$ cat src/inc/rx_dma_pkg.sv
// Package for the receive-channel transfer controller with timeout status.
// Assumes a single 100 MHz clock and an 8-bit register port.
package rx_dma_pkg;

  // ---------------------------------------------------------------
  // Register map
  // ---------------------------------------------------------------
  localparam logic [15:0] STATUS_OFFSET = 16'hffe5;
  localparam logic [15:0] CONTROL_OFFSET = 16'hffe4;
  localparam logic [15:0] BUFSTATE_OFFSET = 16'hffe6;

  // ---------------------------------------------------------------
  // Status register fields
  // ---------------------------------------------------------------
  localparam int OVERRUN_BIT = 0;
  localparam int TIMEOUT_STOP_BIT = 1;
  localparam int TIMEOUT_LSB = 2;
  localparam int TIMEOUT_MSB = 6;
  localparam int COUNT_ENABLE_BIT = 7;
  localparam logic [7:0] STATUS_RESET = 8'h00;

  // ---------------------------------------------------------------
  // Control register fields
  // ---------------------------------------------------------------
  localparam int IRQ_ENABLE_BIT = 6;
  localparam int CHANNEL_ENABLE_BIT = 7;
  localparam logic [7:0] CONTROL_RESET = 8'h00;

  // ---------------------------------------------------------------
  // Buffers and timing
  // ---------------------------------------------------------------
  localparam int PACKET_BYTES = 64;
  localparam int COUNT_WIDTH = 7;
  localparam int TIMEOUT_WIDTH = 5;

  typedef enum logic [1:0] {
    CAUSE_NONE,
    CAUSE_PARTIAL,
    CAUSE_OVERRUN,
    CAUSE_UART
  } stop_cause_type;

  typedef struct packed {
    logic [15:0] addr;
    logic [7:0] wdata;
    logic wr;
    logic rd;
  } reg_req_type;

  typedef struct packed {
    logic valid;
    logic buf_sel;
    logic [COUNT_WIDTH-1:0] count;
  } buf_ready_type;

endpackage : rx_dma_pkg

$ cat src/core/rx_timeout_counter.sv
// Transaction timeout down counter, ticked by start-of-frame strobes.
// Assumes sof and byte strobes are one-cycle pulses on clk.
`timescale 1ns/10ps
`default_nettype none
module rx_timeout_counter
  import rx_dma_pkg::*;
#(
  parameter int WIDTH = TIMEOUT_WIDTH
) (
  input wire logic clk,
  input wire logic arst_n,
  input wire logic run,
  input wire logic reload,
  input wire logic sof,
  input wire logic [WIDTH-1:0] load_value,
  output logic expired
);

  logic [WIDTH-1:0] count_reg;
  logic [WIDTH-1:0] count_next;
  logic armed_reg;
  logic armed_next;
  logic expired_next;

  // ---------------------------------------------------------------
  // Next state
  // ---------------------------------------------------------------
  always_comb begin
    count_next = count_reg;
    armed_next = armed_reg;
    expired_next = 1'b0;
    if (!run) begin
      armed_next = 1'b0;
    end else if (reload) begin
      count_next = load_value;
      armed_next = 1'b1;
    end else if (armed_reg && sof) begin
      if (count_reg <= WIDTH'(1)) begin
        count_next = '0;
        armed_next = 1'b0;
        expired_next = 1'b1;
      end else begin
        count_next = count_reg - WIDTH'(1);
      end
    end
  end

  // ---------------------------------------------------------------
  // Registers
  // ---------------------------------------------------------------
  always_ff @(posedge clk or negedge arst_n) begin
    if (!arst_n) begin
      count_reg <= '0;
      armed_reg <= 1'b0;
      expired <= 1'b0;
    end else begin
      count_reg <= count_next;
      armed_reg <= armed_next;
      expired <= expired_next;
    end
  end

endmodule : rx_timeout_counter
`default_nettype wire

$ cat src/core/rx_buffer_tracker.sv
// Double-buffer fill tracker for the X and Y input buffers.
// Assumes the buffer manager pulses a release when it drains a buffer.
`timescale 1ns/10ps
`default_nettype none
module rx_buffer_tracker
  import rx_dma_pkg::*;
#(
  parameter int PACKET = PACKET_BYTES
) (
  input wire logic clk,
  input wire logic arst_n,
  input wire logic clear,
  input wire logic write_byte,
  input wire logic flush,
  input wire logic release_x,
  input wire logic release_y,
  output logic can_write,
  output logic cur_sel,
  output logic [COUNT_WIDTH-1:0] fill,
  output logic [1:0] full,
  output buf_ready_type ready
);

  logic sel_next;
  logic [COUNT_WIDTH-1:0] fill_next;
  logic [1:0] full_next;
  buf_ready_type ready_next;

  // ---------------------------------------------------------------
  // Next state
  // ---------------------------------------------------------------
  always_comb begin
    sel_next = cur_sel;
    fill_next = fill;
    full_next = full;
    ready_next = '0;
    if (release_x) full_next[0] = 1'b0;
    if (release_y) full_next[1] = 1'b0;
    if (clear) begin
      fill_next = '0;
    end else if (write_byte && !full[cur_sel]) begin
      if (fill == COUNT_WIDTH'(PACKET - 1)) begin
        ready_next = '{1'b1, cur_sel, COUNT_WIDTH'(PACKET)};
        full_next[cur_sel] = 1'b1;
        fill_next = '0;
        sel_next = ~cur_sel;
      end else begin
        fill_next = fill + COUNT_WIDTH'(1);
      end
    end else if (flush && fill != '0) begin
      ready_next = '{1'b1, cur_sel, fill};
      full_next[cur_sel] = 1'b1;
      fill_next = '0;
      sel_next = ~cur_sel;
    end
  end

  assign can_write = !full[cur_sel];

  // ---------------------------------------------------------------
  // Registers
  // ---------------------------------------------------------------
  always_ff @(posedge clk or negedge arst_n) begin
    if (!arst_n) begin
      cur_sel <= 1'b0;
      fill <= '0;
      full <= 2'h0;
      ready <= '0;
    end else begin
      cur_sel <= sel_next;
      fill <= fill_next;
      full <= full_next;
      ready <= ready_next;
    end
  end

endmodule : rx_buffer_tracker
`default_nettype wire

$ cat src/core/rx_dma_channel.sv
// Receive-channel transfer controller: timeout, completion code, enable.
// Assumes the UART, buffer manager and SOF strobe share clk.
`timescale 1ns/10ps
`default_nettype none
module rx_dma_channel
  import rx_dma_pkg::*;
#(
  parameter int PACKET = PACKET_BYTES
) (
  input wire logic clk,
  input wire logic arst_n,
  input wire logic [15:0] addr,
  input wire logic [7:0] wdata,
  input wire logic wr,
  input wire logic rd,
  output logic [7:0] rdata,
  input wire logic uart_byte_valid,
  input wire logic uart_error,
  output logic uart_byte_taken,
  input wire logic sof,
  input wire logic release_x,
  input wire logic release_y,
  output buf_ready_type buf_ready,
  output logic [COUNT_WIDTH-1:0] fill_count,
  output logic buf_select,
  output logic irq
);

  reg_req_type req;
  logic [7:0] status_reg;
  logic [7:0] status_next;
  logic [7:0] control_reg;
  logic [7:0] control_next;
  logic halted_reg;
  logic halted_next;
  logic [7:0] rdata_next;
  logic irq_next;
  logic expired;
  logic can_write;
  logic cur_sel;
  logic [1:0] full;
  logic take;
  logic flush;
  logic run;
  logic enabled;
  stop_cause_type cause;

  assign req = '{addr, wdata, wr, rd};
  assign enabled = control_reg[CHANNEL_ENABLE_BIT];

  // ---------------------------------------------------------------
  // Byte intake and stop cause
  // ---------------------------------------------------------------
  assign take = enabled && !halted_reg && uart_byte_valid && can_write &&
    !uart_error;
  assign uart_byte_taken = take;
  assign run = status_reg[COUNT_ENABLE_BIT] && enabled && !halted_reg;

  always_comb begin
    cause = CAUSE_NONE;
    if (enabled && !halted_reg && uart_error) begin
      cause = CAUSE_UART;
    end else if (expired) begin
      if (full == 2'h3) begin
        cause = CAUSE_OVERRUN;
      end else begin
        cause = CAUSE_PARTIAL;
      end
    end
  end

  assign flush = (cause != CAUSE_NONE);

  rx_timeout_counter #(
    .WIDTH(TIMEOUT_WIDTH)
  ) u_timeout (
    .clk(clk),
    .arst_n(arst_n),
    .run(run),
    .reload(take),
    .sof(sof),
    .load_value(status_reg[TIMEOUT_MSB:TIMEOUT_LSB]),
    .expired(expired)
  );

  rx_buffer_tracker #(
    .PACKET(PACKET)
  ) u_buffers (
    .clk(clk),
    .arst_n(arst_n),
    .clear(!enabled),
    .write_byte(take),
    .flush(flush),
    .release_x(release_x),
    .release_y(release_y),
    .can_write(can_write),
    .cur_sel(cur_sel),
    .fill(fill_count),
    .full(full),
    .ready(buf_ready)
  );

  assign buf_select = cur_sel;

  // ---------------------------------------------------------------
  // Registers next state
  // ---------------------------------------------------------------
  always_comb begin
    status_next = status_reg;
    control_next = control_reg;
    halted_next = halted_reg;
    irq_next = 1'b0;
    if (req.wr && req.addr == STATUS_OFFSET) begin
      status_next[COUNT_ENABLE_BIT] = req.wdata[COUNT_ENABLE_BIT];
      status_next[TIMEOUT_MSB:TIMEOUT_LSB] =
        req.wdata[TIMEOUT_MSB:TIMEOUT_LSB];
      if (req.wdata[OVERRUN_BIT]) status_next[OVERRUN_BIT] = 1'b0;
      if (req.wdata[TIMEOUT_STOP_BIT]) begin
        status_next[TIMEOUT_STOP_BIT] = 1'b0;
      end
    end
    if (req.wr && req.addr == CONTROL_OFFSET) begin
      control_next = req.wdata;
      if (req.wdata[CHANNEL_ENABLE_BIT]) halted_next = 1'b0;
    end
    case (cause)
      CAUSE_PARTIAL: begin
        status_next[TIMEOUT_STOP_BIT] = 1'b1;
        status_next[OVERRUN_BIT] = 1'b0;
        halted_next = 1'b1;
      end
      CAUSE_OVERRUN: begin
        status_next[TIMEOUT_STOP_BIT] = 1'b1;
        status_next[OVERRUN_BIT] = 1'b1;
        halted_next = 1'b1;
      end
      CAUSE_UART: begin
        status_next[TIMEOUT_STOP_BIT] = 1'b1;
        status_next[OVERRUN_BIT] = 1'b0;
        halted_next = 1'b1;
      end
      default: begin
      end
    endcase
    if ((cause == CAUSE_PARTIAL || cause == CAUSE_OVERRUN) &&
        control_reg[IRQ_ENABLE_BIT]) begin
      control_next[CHANNEL_ENABLE_BIT] = 1'b0;
    end
    if (enabled && !control_next[CHANNEL_ENABLE_BIT] &&
        control_reg[IRQ_ENABLE_BIT]) begin
      irq_next = 1'b1;
    end
  end

  // ---------------------------------------------------------------
  // Read data
  // ---------------------------------------------------------------
  always_comb begin
    rdata_next = 8'h00;
    if (req.rd) begin
      case (req.addr)
        STATUS_OFFSET: rdata_next = status_reg;
        CONTROL_OFFSET: rdata_next = control_reg;
        BUFSTATE_OFFSET: rdata_next = {4'h0, halted_reg, cur_sel, full};
        default: rdata_next = 8'h00;
      endcase
    end
  end

  // ---------------------------------------------------------------
  // Registers
  // ---------------------------------------------------------------
  always_ff @(posedge clk or negedge arst_n) begin
    if (!arst_n) begin
      status_reg <= STATUS_RESET;
      control_reg <= CONTROL_RESET;
      halted_reg <= 1'b0;
      rdata <= 8'h00;
      irq <= 1'b0;
    end else begin
      status_reg <= status_next;
      control_reg <= control_next;
      halted_reg <= halted_next;
      rdata <= rdata_next;
      irq <= irq_next;
    end
  end

endmodule : rx_dma_channel
`default_nettype wire

$ cat config.mk
export PLATFORM = sky130hd
export DESIGN_NAME = rx_dma_channel
export DESIGN_NICKNAME = d
export VERILOG_FILES = /design/src/inc/rx_dma_pkg.sv /design/src/core/rx_timeout_counter.sv /design/src/core/rx_buffer_tracker.sv /design/src/core/rx_dma_channel.sv
export SDC_FILE = /design/constraint.sdc
export NUM_CORES = 1
export LEC_CHECK = 0
export ABC_AREA = 0
export BUFFER_PORTS_ARGS = -buffer_cell sky130_fd_sc_hd__buf_2
export CAP_MARGIN = 10
export CORE_ASPECT_RATIO = 1.4
export CORE_MARGIN = 2
export CORE_UTILIZATION = 55
export CTS_BUF_LIST = sky130_fd_sc_hd__clkbuf_2 sky130_fd_sc_hd__clkbuf_4 sky130_fd_sc_hd__clkbuf_8
export DETAILED_ROUTE_END_ITERATION = 16
export PLACE_DENSITY = 0.88
export SYNTH_ARGS = -nofsm -noshare
export SYNTH_HDL_FRONTEND = slang
export SYNTH_SLANG_ARGS = --single-unit
$ cat constraint.sdc
create_clock -name clk -period 2.2 [get_ports clk]
set_input_delay 0.11 -clock clk [delete_from_list [all_inputs] [get_ports clk]]
set_output_delay 0.11 -clock clk [all_outputs]
set_load 0.01 [all_outputs]
# After elaboration in Yosys (flattened, before gate mapping)
# Cells that the tools add are included.
[word_totals]
ff_bits = 52
output_inout_bits = 27
elab_cells = 121
[op_classes]
n_addsub = 2
magnitude_cmp = 3
n_eq_ne = 12
muxes = 47
bitwise = 2
reduce_logical = 38
[ops]
columns = ["op", "n"]
rows = [
  ["equality test 16 bit, second input constant", 3],
  ["2-to-1 mux 9 bit", 4],
  ["2-to-1 mux 7 bit", 4],
  ["one-hot mux 8 bit (3 select lines)", 1],
  ["2-to-1 mux 1 bit", 23],
  ["logical AND 1 bit", 16],
  ["2-to-1 mux 2 bit", 8],
  ["2-to-1 mux 8 bit", 2],
  ["2-to-1 mux 5 bit", 3],
  ["AND reduction 2 bit", 5],
  ["nonzero test 2 bit", 5],
  ["nonzero test 3 bit", 3],
  ["adder 7 x 1 -> 7 bit, second input constant", 1],
  ["equality test 7 x 6 -> 1 bit, second input constant", 1],
  ["nonzero test 7 bit", 1],
  ["equality test 2 bit, second input constant", 3],
  ["inequality test 3 x 2 -> 1 bit, second input constant", 2],
  ["<= comparator 5 x 1 -> 1 bit, second input constant", 1],
  ["subtractor 5 x 1 -> 5 bit, second input constant", 1],
  ["logical NOT 1 bit", 4],
  ["one-hot mux 2 bit (2 select lines)", 1],
  ["inequality test 3 x 1 -> 1 bit, second input constant", 1],
  ["AND reduction 3 bit", 1],
  ["OR reduction 3 bit", 1],
  ["9 further kinds", 9],
]

# Longest topological paths before layout
# Gate-level depths: netlist (run 1).
[logic_depth]
word_depth = 12
mapped_depth = 7
ltp_nobuf = 6

# Hierarchy
# From an unflattened synthesis (run 1), not the netlist that was laid out.
[hier_totals]
hier_cells = 229
area_unflattened_um2 = 2466.1
[by_module_without_submodules]
columns = ["module", "n_inst", "cells_each", "area_each_um2", "seq_area_each_um2"]
rows = [
  ["rx_dma_channel", 1, 103, 1203.7, 650.6],
  ["rx_buffer_tracker", 1, 79, 852.1, 475.5],
  ["rx_timeout_counter", 1, 47, 410.4, 175.2],
]

# Worst setup path before layout (run 1)
# No wires, ideal clock.
[synth_path]
kind = "reg-to-reg"
start = "reg u_buffers.cur_sel"
end = "reg u_buffers.fill[4]"
arrival_time_ps = 1512
t_required_ps = 2079
setup_slack_ps = 567
path_stages_with_launch = 5
n_path_buf = 0
synth_period_minus_slack_ps = 1633
path_cell_list = "dfrtp_1 > mux2i_2 > a21boi_0 > a22o_1 > a22o_1"
[synth_between]
elab_chain_len = 8
elab_cells_between_ends = 9
cone_classes = "eq/ne: 1; mux: 4; reduce/logical: 4"
[synth_lines]
columns = ["element", "line", "text"]
rows = [
  ["from (decl)", "rx_buffer_tracker.sv:18", "output logic cur_sel,"],
  ["from (signal assigned)", "rx_buffer_tracker.sv:70", "cur_sel <= sel_next;"],
  ["2-to-1 mux 1 bit (implied by the code) * (2 in a row)", "rx_buffer_tracker.sv:41, rx_buffer_tracker.sv:58", ""],
  ["logical NOT 1 bit *", "rx_buffer_tracker.sv:41, rx_buffer_tracker.sv:58", ""],
  ["logical AND 1 bit (2 in a row)", "rx_dma_channel.sv:54", "assign take = enabled && !halted_reg && uart_byte_valid && can_write &&"],
  ["logical AND 1 bit *", "rx_buffer_tracker.sv:41", "end else if (write_byte && !full[cur_sel]) begin"],
  ["2-to-1 mux 7 bit", "rx_buffer_tracker.sv:41", ""],
  ["2-to-1 mux 7 bit", "rx_buffer_tracker.sv:39", "if (clear) begin"],
  ["to (signal assigned)", "rx_buffer_tracker.sv:71", "fill <= fill_next;"],
  ["to (decl)", "rx_buffer_tracker.sv:19", "output logic [COUNT_WIDTH-1:0] fill,"],
]
# Mark *: on every way between the ends. The rest lies on a longest branch, timed or not. The select of a mux whose other input is x is not followed.
# A chain may end at the register's enable or synchronous reset.

# Worst setup path in the final report (run 1)
[layout_path]
start = "reg u_buffers.cur_sel"
end = "out uart_byte_taken"
[layout_between]
elab_chain_len = 5
[layout_lines]
columns = ["element", "line", "text"]
rows = [
  ["2-to-1 mux 1 bit (implied by the code) (2 in a row)", "rx_buffer_tracker.sv:58", "assign can_write = !full[cur_sel];"],
  ["logical NOT 1 bit", "rx_buffer_tracker.sv:58", ""],
  ["logical AND 1 bit (2 in a row)", "rx_dma_channel.sv:54", ""],
  ["to (decl)", "rx_dma_channel.sv:19", "output logic uart_byte_taken,"],
]
# No other way between the ends. The select of a mux whose other input is x is not followed.

==> results of run 1 <==
==> final timing paths <==
kind	end	slack, ns
max	uart_byte_taken	0.29
min	status_reg[6]	0.05
max reg2reg	u_buffers.ready[7]	0.36
min reg2reg	status_reg[1]	0.49
max in group asynchronous	control_reg[4]	1.32
min in group asynchronous	u_buffers.ready[1]	0.43
==> synthesized netlist by cell type (all sizes together) <==
cell      n  area, sq um
and2      6         37.5
nand3    14         95.1
a31o      1         8.76
a22o      4         35.0
xnor2     1         8.76
and3      4         25.0
buf       4         32.5
nand4bb   2         38.8
inv      18         67.6
a21bo     1         10.0
clkbuf    2         8.75
or3       1         6.26
nor2b     1         6.26
a21oi     3         15.0
a32o      1         10.0
a22oi     4         30.0
nand3b    2         15.0
nand4     7         50.1
o41a      1         11.3
o21bai    2         15.0
mux2i    12          124
a2bb2oi   2         17.5
o21a      1         7.51
o22ai     5         37.5
nor4      5         46.3
a21boi    2         15.0
and4bb    1         16.3
ha        4         50.1
nand2b    1         6.26
dfrtp    52         1300
nand2    19         78.8
o21ai     8         40.0
nor3      7         35.0
mux2     13          146
a32oi     3         26.3
a221oi    3         26.3
a21o      2         15.0
nor2     10         37.5
==> report_power, final <==
part	total, mW	internal [mW]	switching (mW)
sequential	0.955	0.955	0.0000966
clock	0.707	0.401	0.306
combinational	0.0874	0.0342	0.0531
==> layout make-up <==
class                           count  share of cell area (%)
Sequential cell                    52                    42.9
Clock inverter                      1                   0.989
Inverter                           18                    2.22
Timing Repair Buffer               62                    10.5
Tap cell                           62                    2.55
Clock buffer                        7                    3.17
Multi-Input combinational cell    153                    37.7
==> what timing repair did <==
item                      CTS  global route
hold endpoints to repair   52             0
resized for setup           0             0
buffers inserted            0             0
hold buffers                1             0
==> per-layer routing <==
metal | track usage (%) | vias to the layer above
li1 | - | 959
met1 | 27.5 | 997
met2 | 39.4 | 70
met3 | 4.31 | 10
met4 | 11.2 | 0
met5 | 0 | -
==> logic make-up after synthesis <==
group / share of synthesized area (%)
xor gates and xnor gates: 0.343
muxes: 10.6
AOI/OAI and AO/OA: 12.5
and+or+nand+nor: 19.4
DFF: 51.0
adders and majority gates: 1.96
buffers and inverters: 4.26
==> results.txt, run 1 <==
- Clock Skews: 0.00402 ns
- u_buffers.ready holds more flip-flops than any other register.
* Input/output buffers: 59
- Result of the run: complete, no violations
- The floorplan step defined a die boundary enclosing around 5200 sq um.
- In the final layout, the multi-input gates occupy 1140 sq um.
- Initial core utilization: between 50% and 60%
- DRC: 0
- The congestion estimate from routability-driven global placement came to roughly 0.79.
- The clock tree synthesis step divided the H-tree into 2 levels.
* HP Class: primary input to flip-flop
* Kind of critical path: flip-flop to primary output
- Portion of the post-synthesis area used by sequential elements: approximately half
* Post-route clock period utilization: 86.6%
- The die is approximately 62 microns wide.
- Worst setup EP type: primary output
* Drt initial violations: between 70 and 80
- Counting I/O delays and the setup requirement, the final critical path takes about 1.9 ns.
* Worst VDD drop: about 420 uV
- Required time of the critical path: 2.09 ns
- The number of clock buffers added by TritonCTS is 5.
- For this design the top-level I/O count stands at 60.
- Count of max-cap constraint violations: 0
- Depth of the worst hold-timing path: 2
- Final wirelength: 5750 microns
- Area growth syn-to-layout: 18.9%
- Later-pin clock latency in the skew report: between 0.3 and 0.4 ns
- The pre-antenna-repair detailed-routing pass consisted of 4 iterations.
- In this design, the stage delay of the slowest critical-path cell is ~0.46 ns.
* Hold violation count in the final report: 0
- Cell chain of the critical path: mux2i_2, nand2_4, inv_2, buf_2
- In this run the number of cells on the critical path is 4.
- Final setup fails: 0
- For this run the aggregate overflow at the end of global routing stands at 0.
- After routing, the total negative slack on setup checks comes to 0 ns.
* Share of the core filled with cells in the final layout: 67.5%
* CTS tree: yes
* Synthesis Warnings: 0
* Half-perimeter wire length after detailed placement: between 4000 and 5000 microns
- In this run the deepest clock path goes through 2 buffers.
- Entering global routing, the biggest net connects 53 pins.
* Std-Cell Core Area: 4500 sq um
- Number of global-route vias before repair: about 2000
- The worst pin sits at a relative slew slack of between 50% and 60%.
- CTS clock-pin slew for the worst setup and hold paths: approximately 0.09 ns
- Synthesis handed over a netlist of roughly 230 instances.
- Along the worst path, the maximum fanout reaches 17.
- DRT met1 WL: around 2200 microns
* Dpl ws: between 0.4 and 0.5 ns
- In this run the static leakage power is ~1.5 nW.
- The max-slew violation count came to 0.
- Hold is met by between 0.05 and 0.06 ns.
- The post-route netlist has about a third of its cells at a drive strength greater than 1.
- The routed design uses approximately 3200 microns of met2 wire.
- The die is roughly 85 microns tall.
* Antenna fix cells: 0
* Number of fillers in the final layout: ~370
- Syn_area_per_cell: between 10 and 15 sq um
* Post-route ant nets: 0
- Library cells used by synthesis: 49
* Post-placement cell count: roughly 350
- Crit path launch: u_buffers.cur_sel
- Data on the critical path arrives at its endpoint at approximately 1.8 ns.
* Clock root buffer: clkbuf_8
- Setup repair after global routing left no endpoint under its margin.
* Sink count of the clock tree: between 50 and 60
* Worst r2r path cells: 5
- Wire length of the first global-routing pass: roughly 9100 microns
- Power spread over the standard cell area amounts to 576 nW/um^2.
* Number of flip-flops in the largest register: 9
- Final non-filler cell area: between 3000 and 4000 sq um
- After synthesis the netlist holds a flip-flop and latch count of 52.
* Critical-path top delay cell: dfrtp_1
- Total via count after detailed routing: approximately 2000
* Mapped cell area: between 2000 and 3000 sq um
- Dividing the detail-routed via count by the number of cells gives 5.74.
- Summing all placed instances gives a cell area of 2900 sq um.
- Aggregate global-route resource usage: roughly a quarter
* Top Family by Delay on Critical Path: flip-flops
- The highest layer touched by signal routing is met4.
- Derived from the worst setup path, the maximum achievable clock frequency is 525 MHz.
* Top library cells by usage in the layout, fill and taps aside: 59 x buf_2, 52 x dfrtp_1, 18 x nand2_1, 17 x inv_1, 13 x mux2_2
- FP Rows: 29
- Post-Synthesis Net Count: roughly 270
* Number of nets at the end of the flow: 329
- Actual transition at the worst max-transition pin: around 0.64 ns
- Detailed routing placed a total of slightly above 300 microns of wire on met3.
* Hold path startpoint: wdata[6]
- Summing all flip-flop and latch instances after layout gives 1300 sq um.
- For this run, the number of standard cells in the final layout without fillers is 355.
- Power, Total: between 1.5 and 2 mW
* Initial antenna violation count: 0
- Wirelength per Cell: around 16 microns
* Startpoint of the lowest-slack register-to-register path: u_buffers.fill[0]
* Critical path buffer and inverter count: 2
* Final worst slack: 0.295 ns
- Leading cell type in the layout, fill and taps excluded: buf_2
- STA classifies the critical path startpoint as a flip-flop.
Note: power is estimated with default switching activity, not from simulation.
==> inputs of run 2 (changes only) <==
CORE_ASPECT_RATIO = 1.2   (was 1.4)
==> results.txt, run 2 (synthesis results as in run 1) <==
* CTS clock-pin slew for the worst setup and hold paths: 0.09 ns (about the same)
* Power, Total: 1.76 mW (+0.60%)
* Std-Cell Core Area: 4530 sq um (+0.61%)
- The number of vias after detailed routing is 2064 (+1.4%).
- Clock tree synthesis selected as its root buffer the cell clkbuf_8.
- Hold slack: 0.0427 ns (-0.00779 ns)
- Maximum fanout encountered on the critical timing path: 17 (unchanged)
* Dpl ws: 0.396 ns (-0.00861 ns)
* Sink count of the clock tree: 52 (unchanged)
- Wirelength per Cell: 16.3 microns (+0.52%)
* Actual transition at the worst max-transition pin: 0.641 ns (-0.000422 ns)
- The number of nets with antenna violations after routing is 0 (unchanged).
- 1st-pass router iterations: 4 (unchanged)
- Half-perimeter wire length after detailed placement: 4190 microns (-2.1%)
* Top library cells by usage in the layout, fill and taps aside: 59 x buf_2, 52 x dfrtp_1, 18 x nand2_1, 17 x inv_1, 13 x mux2_2
* FP Rows: 27 (-6.9%)
- The number of nets at the end of the flow came to 329 (unchanged).
- The share of final-layout standard cells stronger than drive strength 1 was 32.1% (unchanged).
- Traced cell by cell, the critical path runs through mux2i_2, nand2_4, inv_2, buf_2.
- The flip-flop count of the largest register, all copies and words added was 9 (unchanged).
- The initial cell density of the core came to 56.4% (-0.35 points).
- Leading cell type in the layout, fill and taps excluded: buf_2
- Leak: 1.48 nW (+0.31%)
- In this run the critical register-to-register path is launched from u_buffers.fill[1].
* Area of the die: 5210 sq um (-0.10%)
- The shortest period the worst path allows was 1.93 ns (+0.0248 ns).
* Result of the run: complete, no violations
- The worst setup path is captured at a primary output.
- The cell count of the worst reg-to-reg path is 5 (unchanged).
- Antenna fix cells: 0 (unchanged)
* Worst VDD drop: 435 uV (+3.2%)
* Share of the core filled with cells in the final layout: 67.2% (-0.24 points)
* Final wirelength: 5720 microns (-0.61%)
- Required time of the critical path: 2.09 ns (about the same)
- The worst relative slew slack was 56.9% (about the same).
- Vertical extent of the die: 78.6 microns (-7.1%)
- Sum of negative setup slack: 0 ns (unchanged)
* Kind of critical path: flip-flop to primary output
* Maximum number of pins on one net before global-route repair: 53 (unchanged)
* Largest incremental delay on the critical path: 0.45 ns (about the same)
* Area growth syn-to-layout: 19.2%
* Reg with most FFs: u_buffers.ready
* Hold path startpoint: wdata[4]
- RSZ-0062 raised after global routing: no
* Wire length of the first global-routing pass: 9060 microns (-0.60%)
* Critical path buffer and inverter count: 2 (unchanged)
* Power density over cell area: 578 nW/um^2 (+0.35%)
- Die Span X: 66.2 microns (+7.5%)
- The setup skew after layout was 0.00476 ns (+0.000743 ns).
- Later-pin clock latency in the skew report: 0.31 ns (about the same)
- Drt initial violations: 123 (+64%)
- The I/O pin count was 60 (unchanged).
- Initial antenna violation count: 0 (unchanged)
- GPL Wtd Cong: 0.932 (+17%)
* Hold violation count in the final report: 0 (unchanged)
* CTS tree: yes
- The max-slew violation count is 0 (unchanged).
- The number of global-route vias before repair is 2012 (+1.4%).
- H-tree lvl count: 2 (unchanged)
- The highest clock frequency the design can meet is 518 MHz (-1.3%).
* DRC: 0 (unchanged)
- Worst path arrival time: 1.82 ns (+0.02 ns)
- The number of resized instances in the post-cts repair step is 0 (unchanged).
- Final setup fails: 0 (unchanged)
- Crit path launch type: flip-flop
- The fraction of the cycle the final worst path needs is 87.7% (+1.1 points).
- Critical-path top delay cell: dfrtp_1
- Depth of the worst hold-timing path: 2 (unchanged)
- The quantity of I/O buffers inserted on ports came to 59 (unchanged).
* Aggregate global-route resource usage: 22.8% (-0.53 points)
- The total clock buffers created by CTS was 5 (unchanged).
* Average via count per standard cell: 5.88 (+2.5%)
- The setup slack of the critical path after layout was 0.270 ns (-0.0248 ns).
- HP Class: primary input to flip-flop
- The total overflow reported by the global router was 0 (unchanged).
- Crit path launch: u_buffers.cur_sel
* Buffer levels on the longest clock path: 2 (unchanged)
- Crit path depth: 4 (unchanged)
- Count of max-cap constraint violations: 0 (unchanged)
* Top Family by Delay on Critical Path: buffers and inverters
-- run 2: per-stage QoR --
step                cells  cell area, sq um
floorplan             229              2550
global placement      342              2910
detailed placement    342              2910
CTS                   351              3040
global route          351              3040
finish                351              3040
-- run 2: power breakdown --
part	total, mW	leakage [nW]	internal [mW]	switching (mW)
sequential	0.955	0.685	0.955	0.0000968
combinational	0.0900	0.730	0.0369	0.0531
clock	0.715	0.0645	0.402	0.313
total	1.76	1.48	1.39	0.367
-- run 2: what timing repair did --
item / 4_1_cts / 5_1_grt
hold buffers: 1 / 0
hold endpoints to repair: 52 / 0
buffers inserted: 0 / 0
-- run 2: area by class of cell --
cell class	instances	area (sq um)
well taps	58	72.6
fillers	359	1480
flip-flops and latches	52	1300
clock inverters	1	30.0
clock buffers	7	96.3
repair buffers	62	333
inverters	18	67.6
multi-input cells	153	1140
-- run 2: final timing paths --
kind                                       endpoint  slack [ns]
worst max-delay path                uart_byte_taken        0.27
worst min-delay path                 control_reg[4]        0.04
worst max register to register   u_buffers.ready[7]        0.35
worst min register to register        status_reg[1]        0.49
max in group asynchronous       u_timeout.armed_reg        1.65
min in group asynchronous                  rdata[4]        0.32
-- run 2: worst reg2reg max path, stage by stage (launching register included) --
cell	delay [ns]
dfrtp_1	0.41
ha_1	0.21
nand3_1	0.15
or3_1	0.48
o22ai_2	0.35
and2_1	0.20
-- run 2: layer usage --
layer	GRT usage [%]	routed length [microns]	share of wire, %
met1	27.6	2320	41
met3	4.87	315	5.5
met5	0	0	0
met4	7.96	109	1.9
met2	39.7	2970	52
==> inputs of run 3 (changes only) <==
==> constraint.sdc (replaced) <==
create_clock -name clk -period 2.2 [get_ports clk]
set_input_delay 0.22 -clock clk [delete_from_list [all_inputs] [get_ports clk]]
set_output_delay 0.22 -clock clk [all_outputs]
set_load 0.01 [all_outputs]
==> results.txt, run 3 (synthesis results as in run 1) <==
- Total internal power: 1.44 mW (+3.3%)
- Later-pin clock latency in the skew report: 0.30 ns (about the same)
* Number of buffers inserted during clock tree synthesis: 5 (unchanged)
* Vertical extent of the die: 78.6 microns (unchanged)
- Global routing's busiest layer: met2
* Leak: 1.48 nW (about the same)
* HP Class: primary input to flip-flop
* Worst slew margin relative to its limit: 50.7% (-6.1 points)
* Clock period minus worst slack: 2.04 ns (+0.108 ns)
- Initial core utilization: 56.4% (unchanged)
- Crit path launch type: flip-flop
- Wirelength per Cell: 16.1 microns (-1.1%)
* Result of the run: complete, no violations
- The maximum resistive drop on vdd came to 324 uV (-26%).
- Total net switching power: 344 uW (-6.2%)
- The initial detailed-routing violation count came to 185 (+50%).
* Clock root buffer: clkbuf_8
- The critical path required time is 1.98 ns (-0.11 ns).
* Die Span X: 66.2 microns (unchanged)
- The highest clock frequency the design can meet was 491 MHz (-5.3%).
- Wire length of the first global-routing pass: 9160 microns (+1.1%)
- Maximum number of pins on one net before global-route repair: 53 (unchanged)
* H-tree lvl count: 2 (unchanged)
* Half-perimeter wire length after detailed placement: 4140 microns (-1.1%)
- Final wirelength: 5640 microns (-1.4%)
- The layout filler cell count was 359 (unchanged).
* Number of nets at the end of the flow: 329 (unchanged)
* Initial antenna violation count: 0 (unchanged)
- The total power draw was 1.78 mW (+1.3%).
- Actual transition at the worst max-transition pin: 0.732 ns (+0.0912 ns)
- The ratio of routed vias to standard cells came to 5.83 (-0.88%).
- The number of rows in the core area is 27 (unchanged).
* CTS tree: yes
- Setup bufs post-CTS: 0 (unchanged)
- The clock input transition at the sequential cells of the worst setup and hold paths came to 0.09 ns (about the same).
- The cell area power density came to 585 nW/um^2 (+1.2%).
- Register share of total power: 53.6% (-0.7 points)
* Worst path arrival time: 1.82 ns (about the same)
- Count of max-cap constraint violations: 0 (unchanged)
* Reg with most FFs: u_buffers.ready
- 1st-pass router iterations: 5 (+1)
- The area overhead of the layout relative to synthesis is 19.3% (about the same).
* Comb power frac: 5.0% (about the same)
- Maximum fanout encountered on the critical timing path: 17 (unchanged)
* Met2 Track Usage GR: 39.9% (+0.20 points)
- Final setup fails: 0 (unchanged)
* Worst setup EP type: primary output
- The post-detailed-route DRC marker count came to 0 (unchanged).
- The total core area came to 4530 sq um (unchanged).
- Sum of negative setup slack: 0 ns (unchanged)
- The flip-flop count of the largest register, all copies and words added was 9 (unchanged).
* Area of the die: 5210 sq um (unchanged)
- In the layout the commonest cells are 59 x buf_2, 52 x dfrtp_1, 18 x nand2_1, 17 x inv_1, 13 x mux2_2.
- Input/output buffers: 59 (unchanged)
- Total count of max-transition violations in the final report: 0 (unchanged)
- RSZ-0062 raised after global routing: no
- Number of global-route vias before repair: 2009 (-0.15%)
* Layout cell share with drive strength beyond 1: 31.8% (-0.23 points)
- The final estimated routing congestion in global placement is 0.834 (-11%).
- Hold violation count in the final report: 0 (unchanged)
- The setup skew after layout was 0.00648 ns (+0.00172 ns).
- Post-route clock period utilization: 92.6% (+4.9 points)
- Sink count of the clock tree: 52 (unchanged)
- The library cell used most frequently in the layout, excluding fill and tap cells, is buf_2.
- Global-route met1 utilization: 28.4% (+0.86 points)
- Aggregate global-route resource usage: 23.0% (+0.17 points)
* Antenna fix cells: 0 (unchanged)
* Share of total power consumed by net switching: 19.3% (-1.5 points)
- The portion of total power attributed to the clock network was 41.4% (+0.8 points).
- Kind of critical path: flip-flop to primary output
- The I/O pin count is 60 (unchanged).
- Buffer levels on the longest clock path: 2 (unchanged)
- The number of nets with antenna violations after routing is 0 (unchanged).
- The number of vias after detailed routing was 2040 (-1.2%).
- The total overflow reported by the global router was 0 (unchanged).
* Met3 layer usage reported by global route: 3.44% (-1.4 points)
run 3: changes by cell type in the layout (fill, tap and decap cells not counted), sizes merged:
cell / before / now
bufinv: 1 / 2
clkbuf: 7 / 5
run 3: worst max-delay path: stages (launching register included):
cell and delay [ns]:
dfrtp_1 0.45, mux2i_2 0.42, nand2_4 0.17, inv_2 0.28, buf_2 0.19
run 3: final timing paths:
path | startpoint | slack [ns] | cells past startpoint | end
setup / recovery | u_buffers.cur_sel | 0.16 | 4 | uart_byte_taken
hold / removal | wdata[4] | 0.17 | 2 | status_reg[4]
setup reg to reg | u_buffers.cur_sel | 0.35 | 4 | u_buffers.fill[4]
hold reg to reg | status_reg[1] | 0.50 | 1 | status_reg[1]
max in group asynchronous | arst_n | 1.54 | 3 | u_buffers.ready[0]
min in group asynchronous | arst_n | 0.43 | 3 | status_reg[5]
run 3: area by class of cell:
class,instances,area [sq um],share of cell area (%)
inverter,18,67.6,2.22
multi-input combinational,153,1140,37.5
tap,58,72.6,2.38
clock inverter,2,60.1,1.97
clock buffer,5,68.8,2.26
timing repair buffer,62,333,10.9
sequential,52,1300,42.7
run 3: power by group through the flow:
stage / Clock, mW / Sequential [mW] / Combinational, mW
after floorplan: 0 / 0.974 / 0.0274
after CTS: 0.751 / 0.955 / 0.0912
after global placement: 0 / 0.974 / 0.0870
after detailed placement: 0 / 0.974 / 0.0895
after global routing: 0.785 / 0.955 / 0.101
final: 0.738 / 0.955 / 0.0894
run 3: repair_timing:
| action | CTS | global route |
|---|---|---|
| resized for setup | 0 | 0 |
| hold endpoints to repair | 52 | 0 |
| hold buffers | 1 | 0 |
run 3: through the flow:
| step | cells | hold slack (ns) | utilization [%] | instance area (sq um) | setup slack, ns |
|---|---|---|---|---|---|
| 2_1_floorplan | 229 | -0.0756 | - | 2550 | 0.567 |
| 3_3_place_gp | 342 | 0.227 | 64.2 | 2910 | 0.408 |
| 3_5_place_dp | 342 | 0.230 | 64.2 | 2910 | 0.379 |
| 4_1_cts | 350 | 0.160 | 67.3 | 3050 | 0.149 |
| 5_1_grt | 350 | 0.163 | 67.3 | 3050 | 0.0369 |
| 6_report | 350 | 0.167 | 67.3 | 3050 | 0.162 |
run 3: per-layer routing:
layer,vias to the layer above,share of wire (%)
met3,15,4.7
met4,0,2.7
met1,998,40
met5,-,0
met2,71,53
li1,956,-
